--- src/hw/wdt_pkg.sv ---
// Constants and register map of the watchdog block
package wdt_pkg;
	// Register byte offsets
	localparam logic [31:0] OFS_OPTION     = 32'h0000_0000;
	localparam logic [31:0] OFS_STATUS     = 32'h0000_0004;
	localparam logic [31:0] OFS_MASK       = 32'h0000_0008;
	localparam logic [31:0] OFS_COUNT      = 32'h0000_000C;
	// Option register layout and reset value
	localparam logic [5:0]  OPTION_RST     = 6'h3F;
	localparam int          OPT_OWNER_BIT  = 3;
	localparam int          OPT_RATIO_LSB  = 0;
	localparam int          OPT_RATIO_W    = 3;
	// Status register bit positions
	localparam int          STAT_EVENT_BIT = 0;
	localparam int          STAT_FLAG_BIT  = 4;
	localparam int          STAT_FUSE_BIT  = 8;
	// Timing
	localparam longint      WATCHDOG_NOMINAL_NS = 18_000_000;
	localparam longint      CLK_PERIOD_NS       = 10;
	localparam int          WATCHDOG_PERIOD_CYC = int'(WATCHDOG_NOMINAL_NS / CLK_PERIOD_NS);
	localparam int          BASE_W         = 21;
	localparam int          PRE_W          = 8;
	// Bus responses
	localparam logic [1:0]  RESP_OKAY      = 2'h0;
	localparam logic [1:0]  RESP_SLVERR    = 2'h2;
endpackage

--- src/hw/watchdog_with_shared_prescaler.sv ---
// Watchdog timer with shared 8-bit prescaler and AXI4-Lite registers
//
// Register access over AXI4-Lite and the placing of the registers are this design's own decisions.
`timescale 1ns/1ps
// Functional notes
// - Watchdog counts on free-running oscillator, ignores sleep
// - Expiry forces device reset, also in sleep
// - Expiry reset clears the expiry flag
// - Fuse at zero keeps watchdog off until a system reset samples it high
// - One prescaler, owned by timer or watchdog
// - Owner bit and ratio field in option
// - Unscaled watchdog period is nominally 18 ms
// - Watchdog owner stretches period up to 1:128
// - Kick zeroes counter and owned prescaler
// - Sleep restarts counter and owned prescaler
// - Option loads ones on every reset kind
module watchdog_with_shared_prescaler #(
	parameter int PERIOD_CYC = wdt_pkg::WATCHDOG_PERIOD_CYC
) (
	input  wire logic        i_ref_clk,
	input  wire logic        i_sys_rst,
	input  wire logic        i_watchdog_fuse_enable,
	input  wire logic        i_kick_instruction,
	input  wire logic        i_sleep_instruction,
	input  wire logic        i_core_asleep,
	input  wire logic        i_event_edge,
	output logic             o_event_timer_inc,
	output logic             o_device_rst,
	output logic             o_wake_reset,
	output logic             o_expiry_flag,
	output logic             o_irq,
	input  wire logic [31:0] i_awaddr,
	input  wire logic        i_awvalid,
	output logic             o_awready,
	input  wire logic [31:0] i_wdata,
	input  wire logic [3:0]  i_wstrb,
	input  wire logic        i_wvalid,
	output logic             o_wready,
	output logic [1:0]       o_bresp,
	output logic             o_bvalid,
	input  wire logic        i_bready,
	input  wire logic [31:0] i_araddr,
	input  wire logic        i_arvalid,
	output logic             o_arready,
	output logic [31:0]      o_rdata,
	output logic [1:0]       o_rresp,
	output logic             o_rvalid,
	input  wire logic        i_rready
);

	typedef struct packed {
		logic [5:0]               option;
		logic                     fuse;
		logic                     flag;
		logic                     evt_sticky;
		logic                     evt_mask;
		logic [wdt_pkg::BASE_W-1:0] base;
		logic [wdt_pkg::PRE_W-1:0]  pre;
		logic                     evt_inc;
		logic                     dev_rst;
		logic                     wake_rst;
		logic                     irq;
		logic                     aw_have;
		logic [31:0]              aw_addr;
		logic                     w_have;
		logic [31:0]              w_data;
		logic                     w_strb0;
		logic                     awready;
		logic                     wready;
		logic                     bvalid;
		logic [1:0]               bresp;
		logic                     arready;
		logic                     rvalid;
		logic [31:0]              rdata;
		logic [1:0]               rresp;
	} state_t;

	state_t q;
	state_t d;

	logic                       owner_wd;
	logic [wdt_pkg::PRE_W-1:0]  ratio_mask;
	logic                       pre_full;
	logic                       base_wrap;
	logic                       expire_w;
	logic                       restart_w;
	logic                       do_wr;
	logic                       wr_hit;

	// Local copy of the time base width, needed before first use
	localparam int BASE_W = wdt_pkg::BASE_W;

	// Prescaler ownership and division mask
	assign owner_wd   = q.option[wdt_pkg::OPT_OWNER_BIT];
	assign ratio_mask = 8'((8'h01 << q.option[wdt_pkg::OPT_RATIO_W-1:0]) - 8'h01);
	assign pre_full   = (q.pre & ratio_mask) == ratio_mask;
	assign base_wrap  = q.base == BASE_W'(PERIOD_CYC - 1);
	// Kick or sleep wins over a coincident expiry
	assign restart_w  = i_kick_instruction | i_sleep_instruction;
	assign expire_w   = q.fuse & base_wrap & (~owner_wd | pre_full) & ~restart_w;
	assign do_wr      = q.aw_have & q.w_have & ~q.bvalid;
	assign wr_hit     = (q.aw_addr == wdt_pkg::OFS_OPTION) | (q.aw_addr == wdt_pkg::OFS_STATUS)
		| (q.aw_addr == wdt_pkg::OFS_MASK) | (q.aw_addr == wdt_pkg::OFS_COUNT);

	// Next-state logic
	always_comb begin
		d         = q;
		d.evt_inc  = 1'b0;
		d.dev_rst  = 1'b0;
		d.wake_rst = 1'b0;

		// Time base runs regardless of core clock state
		if (q.fuse) begin
			if (base_wrap) begin
				d.base = '0;
				if (owner_wd) begin
					d.pre = pre_full ? '0 : 8'(q.pre + 8'h01);
				end
			end else begin
				d.base = BASE_W'(q.base + 1'b1);
			end
		end

		// Event timer side of the shared prescaler
		if (i_event_edge) begin
			if (owner_wd) begin
				d.evt_inc = 1'b1;
			end else if (pre_full) begin
				d.evt_inc = 1'b1;
				d.pre     = '0;
			end else begin
				d.pre = 8'(q.pre + 8'h01);
			end
		end

		// Kick and sleep restart the count
		if (restart_w) begin
			d.base = '0;
			if (owner_wd) begin
				d.pre = '0;
			end
			d.flag = 1'b1;
		end

		// Bus address and data capture
		if (q.awready && i_awvalid) begin
			d.aw_have = 1'b1;
			d.aw_addr = i_awaddr;
		end
		if (q.wready && i_wvalid) begin
			d.w_have  = 1'b1;
			d.w_data  = i_wdata;
			d.w_strb0 = i_wstrb[0];
		end
		if (q.bvalid && i_bready) begin
			d.bvalid = 1'b0;
		end

		// Register write
		if (do_wr) begin
			d.aw_have = 1'b0;
			d.w_have  = 1'b0;
			d.bvalid  = 1'b1;
			d.bresp   = wr_hit ? wdt_pkg::RESP_OKAY : wdt_pkg::RESP_SLVERR;
			if (q.w_strb0) begin
				if (q.aw_addr == wdt_pkg::OFS_OPTION) begin
					d.option = q.w_data[5:0];
					d.pre    = '0;
				end
				if (q.aw_addr == wdt_pkg::OFS_STATUS && q.w_data[wdt_pkg::STAT_EVENT_BIT]) begin
					d.evt_sticky = 1'b0;
				end
				if (q.aw_addr == wdt_pkg::OFS_MASK) begin
					d.evt_mask = q.w_data[wdt_pkg::STAT_EVENT_BIT];
				end
			end
		end

		// Expiry resets the device and the option register
		if (expire_w) begin
			d.dev_rst    = 1'b1;
			d.wake_rst   = i_core_asleep;
			d.flag       = 1'b0;
			d.option     = wdt_pkg::OPTION_RST;
			d.base       = '0;
			d.pre        = '0;
			d.evt_sticky = 1'b1;   // Set wins over clear
		end

		d.awready = ~d.aw_have & ~d.bvalid;
		d.wready  = ~d.w_have & ~d.bvalid;

		// Register read
		if (q.rvalid && i_rready) begin
			d.rvalid = 1'b0;
		end
		if (q.arready && i_arvalid) begin
			d.rvalid = 1'b1;
			d.rresp  = wdt_pkg::RESP_OKAY;
			d.rdata  = 32'h0000_0000;
			case (i_araddr)
				wdt_pkg::OFS_OPTION: d.rdata = {26'h0, q.option};
				wdt_pkg::OFS_STATUS: begin
					d.rdata[wdt_pkg::STAT_EVENT_BIT] = q.evt_sticky;
					d.rdata[wdt_pkg::STAT_FLAG_BIT]  = q.flag;
					d.rdata[wdt_pkg::STAT_FUSE_BIT]  = q.fuse;
				end
				wdt_pkg::OFS_MASK:   d.rdata[wdt_pkg::STAT_EVENT_BIT] = q.evt_mask;
				wdt_pkg::OFS_COUNT:  d.rdata = {3'h0, q.pre, q.base};
				default:             d.rresp = wdt_pkg::RESP_SLVERR;
			endcase
		end
		d.arready = ~d.rvalid;

		d.irq = d.evt_sticky & d.evt_mask;

		// Power-on or external reset; fuse caught here only
		if (i_sys_rst) begin
			d        = '0;
			d.option = wdt_pkg::OPTION_RST;
			d.fuse   = i_watchdog_fuse_enable;
			d.flag   = 1'b1;
		end
	end

	// State register
	always_ff @(posedge i_ref_clk) begin
		q <= d;
	end

	// Outputs straight from the state register
	assign o_event_timer_inc = q.evt_inc;
	assign o_device_rst      = q.dev_rst;
	assign o_wake_reset      = q.wake_rst;
	assign o_expiry_flag     = q.flag;
	assign o_irq             = q.irq;
	assign o_awready         = q.awready;
	assign o_wready          = q.wready;
	assign o_bresp           = q.bresp;
	assign o_bvalid          = q.bvalid;
	assign o_arready         = q.arready;
	assign o_rdata           = q.rdata;
	assign o_rresp           = q.rresp;
	assign o_rvalid          = q.rvalid;
endmodule // watchdog_with_shared_prescaler

--- config.mk ---
export PLATFORM = sky130hd
export DESIGN_NAME = watchdog_with_shared_prescaler
export DESIGN_NICKNAME = d
export VERILOG_FILES = /design/src/hw/wdt_pkg.sv /design/src/hw/watchdog_with_shared_prescaler.sv
export SDC_FILE = /design/constraint.sdc
export NUM_CORES = 1
export LEC_CHECK = 0
export ABC_AREA = 1
export BUFFER_PORTS_ARGS = -buffer_cell sky130_fd_sc_hd__buf_2
export CORE_ASPECT_RATIO = 0.7
export CORE_MARGIN = 1
export CORE_UTILIZATION = 40
export CTS_CLUSTER_SIZE = 16
export DETAILED_ROUTE_END_ITERATION = 16
export MAX_ROUTING_LAYER = met4
export SETUP_SLACK_MARGIN = 0.5
export SLEW_MARGIN = 10
export SYNTH_ARGS = -nofsm -noshare
export SYNTH_HDL_FRONTEND = slang
export SYNTH_SLANG_ARGS = --single-unit
--- constraint.sdc ---
create_clock -name i_ref_clk -period 2.4 [get_ports i_ref_clk]
set_input_delay 0.24 -clock i_ref_clk [delete_from_list [all_inputs] [get_ports i_ref_clk]]
set_output_delay 0.24 -clock i_ref_clk [all_outputs]
set_load 0.01 [all_outputs]
==> key figures <==
Synth
  • Synth area leader: dfxtp_1
  • Cell area after synthesis: about 0.0057 mm^2
  • #FFs+latches synth: 120
  • Synth warnings: 0
  • Synthesized netlist cell count: 834
  • Synth top area cells: dfxtp_1 (42%), nor2_1 (11%), nand2_1 (10%)
  • Netlist cell types: 36
  • Sequential area share after synthesis: a little over two fifths
  • Top cell type's share of synthesized area: 41.5%
  • Mean Syn Cell Area: ~6.9 um^2

Power
  • Pwr dens: between 700 and 800 mW/mm^2
  • Internal power: between 0.003 and 0.004 W
  • Sw Pwr: approximately 0.0012 W
  • Logic gate share of total power: 7.1%
  • Switching Fraction: a little under a quarter
  • Sequential power share: 40.7%
  • Leak pwr: between 3 and 4 nW
  • Maximum VDD drop: about 490 uV
  • Clock power frac: 52.2%
  • PnR Total Power: 0.00515 W

GRT
  • Number of global-route vias before repair: 4881
  • Antenna violations before repair: 0
  • First-pass GRT wire length: 23.8 mm
  • Grt ovf: 0
  • Largest net degree at the start of global routing: a little over 50
  • Gr usage total: a little over a fifth

Drt
  • Residual DRC count: 0
  • DRT iter0 DRCs: 328
  • DRT antenna net count: 0
  • Via count: 5403
  • Final wirelength: between 10 and 15 mm
  • DRT Pass-1 Iters: 5
  • Routed WL per cell: roughly 13 um
  • Vias/cell: approximately 4.7

Min path
  • Hold Crit Class: primary input to flip-flop

Run status
  • Status: complete, no violations

Critical path
  • CP required: between 2000 and 3000 ps
  • CP startpoint kind: flip-flop
  • Slowest stage delay, CP: 380 ps
  • Setup CP Type: flip-flop to flip-flop
  • Worst-path fanout max: 6
  • Crit path cell chain: nor2_4 -> nand2_2 -> ha_4 -> nor2_2 -> nor2_1 -> nand2_1 -> inv_1 -> nand2_2 -> o21bai_4 -> nand3_4 -> nand4_1 -> nor2_1
  • Slowest CP cell: dfxtp_4
  • Worst Setup End Kind: flip-flop
  • Crit path arrival time: approximately 2100 ps

Layout
  • Area of the multi-input gates: ~0.0028 mm^2
  • Ant. Diodes: 0
  • Syn-to-layout area delta: 24.9%
  • Reg with most FFs: q
  • Nets: 1054
  • Final Util: between 50 and 60%
  • Cell area after layout: just over 0.007 mm^2
  • Reg area: 0.00242 mm^2
  • Filler cell count: 1443
  • Layout cells sized above 1: a little under a quarter
  • Final non-filler cell total: around 1.1k
  • Max FFs per register: 78

Placement
  • DP Area: about 0.0063 mm^2
  • Number of cells after detailed placement: 1096
  • Gpl congestion: 0.893
  • Port buffer count: 123
  • HPWL after DPL: roughly 10 mm

Clock tree
  • Clock Sinks: 120
  • Clock tree from TritonCTS: built
  • Num CTS Buffers: 17
  • Worst-Skew Late Latency: about 410 ps
  • Worst-path clk slew: 60 ps
  • Root Buffer: clkbuf_16
  • Maximum buffer depth of the clock tree: 2
  • H-Tree Level Count: 4

Timing
  • Final Hold Fails: 0
  • Fin crit period: about 1800 ps
  • Post-Route Skew: just under 9 ps
  • Final Cycle Share: 76.0%
  • Max-slew violations: 0
  • Fmax: 548 MHz
  • Setup tns final: 0 ps
  • RSZ-0062 raised after global routing: yes
  • Final setup viols: 0

Floorplan
  • Die width: 145 um
  • Initial Util: 41.1%
  • Die Area: 0.0148 mm^2
  • Core Footprint: approximately 0.014 mm^2
  • Rows: 36
  • Die height: about 100 um
  • I/O Pins: around 160

Flow run
  • Max-cap violations: 0
[final timing paths]
path	startpoint	cells past startpoint	slack [ps]	end
worst max-delay path	q[146]	12	570	q[112]
worst max register to register	q[146]	12	570	q[112]
worst min-delay path	i_core_asleep	3	40	o_wake_reset
worst min register to register	q[74]	1	450	o_wready
[routing by layer]
| metal | GRT usage (%) | vias to the layer above | share of wire (%) |
|---|---|---|---|
| met3 | 5.22 | 11 | 4.4 |
| met4 | 5.83 | 0 | 0.87 |
| met5 | - | - | 0 |
| met2 | 30.8 | 124 | 41 |
| met1 | 28.3 | 2404 | 54 |
| li1 | - | 2864 | - |
[worst max-delay path: cells and delay by family (launching register included)]
kind | cells | cell delay (ps)
AO/OA/AOI/OAI | 1 | 200
adder cells (fa/ha/maj) | 1 | 260
buffers and inverters | 1 | 60
flip-flops | 1 | 380
AND/OR/NAND/NOR | 9 | 810
[power by group through the flow]
| stage | combinational [W] | clock [W] | sequential [W] |
|---|---|---|---|
| 6_report | 0.000364 | 0.00269 | 0.00210 |
| 5_1_grt | 0.000416 | 0.00283 | 0.00211 |
| 4_1_cts | 0.000351 | 0.00274 | 0.00210 |
| 3_5_place_dp | 0.000347 | 0 | 0.00215 |
| 3_3_place_gp | 0.000344 | 0 | 0.00214 |
| 2_1_floorplan | 0.000224 | 0 | 0.00214 |
[area by class of cell]
class	count	area share, %
inverters	71	3.82
multi-input cells	582	39.1
clock buffers	18	5.99
well taps	190	3.32
flip-flops and latches	120	33.8
clock inverters	14	2.79
repair buffers	147	11.1
[Yosys cell counts (all sizes together)]
master,number
a21o,1
a21oi,44
buf,45
clkbuf,20
clkinv,2
conb,1
dfxtp,119
edfxtp,1
ha,3
inv,69
nand2,158
nand3,73
nand3b,1
nand4,13
nor2,177
nor3,23
nor3b,3
nor4,3
o211ai,4
o21ai,57
o21bai,2
o22ai,4
xnor2,1
xor2,10
[repair_timing]
item                                    in CTS  in global routing
pin swaps                                    3                 12
resized for setup                           10                 27
endpoints found under the setup margin      29                 32
hold endpoints to repair                     1                  0
hold buffers                                 1                  0
buffers inserted                             1                 12
cloned                                       0                  0
[metrics by stage]
stage	hold WS, ps	worst slack (ps)
after floorplan	339	712
after global placement	425	407
after detailed placement	424	376
after CTS	32.4	501
after global routing	40.9	421
final	44.6	575
[cell families after synthesis]
logic type      Yosys count  synth area share [%]
buf+inv                 136                  11.7
other cells               1                0.0653
xor+xnor                 11                  1.68
flops                   120                  42.0
compound gates          112                  10.2
fa+ha+maj                 3                 0.654
simple gates            451                  33.7
[placed cells by master, fill, tap and decap left out, types with 4 or more instances in the layout]
cell type and n:
nor2_2 8, inv_1 59, bufinv_16 4, buf_4 23, buf_2 123, nand3_2 7, o21ai_1 6, clkbuf_16 17
nor2_1 165, conb_1 5, xor2_1 10, a21oi_1 44, o21ai_0 51, o22ai_1 4, clkinv_4 5, o211ai_1 4
nand2_1 149, nor2_4 4, nand2_2 5, nor3_1 21, inv_2 8, dfxtp_1 115, nand2_4 4, nand3_1 65
nand4_1 13
No activity file was read; power rests on OpenSTA's default activity.
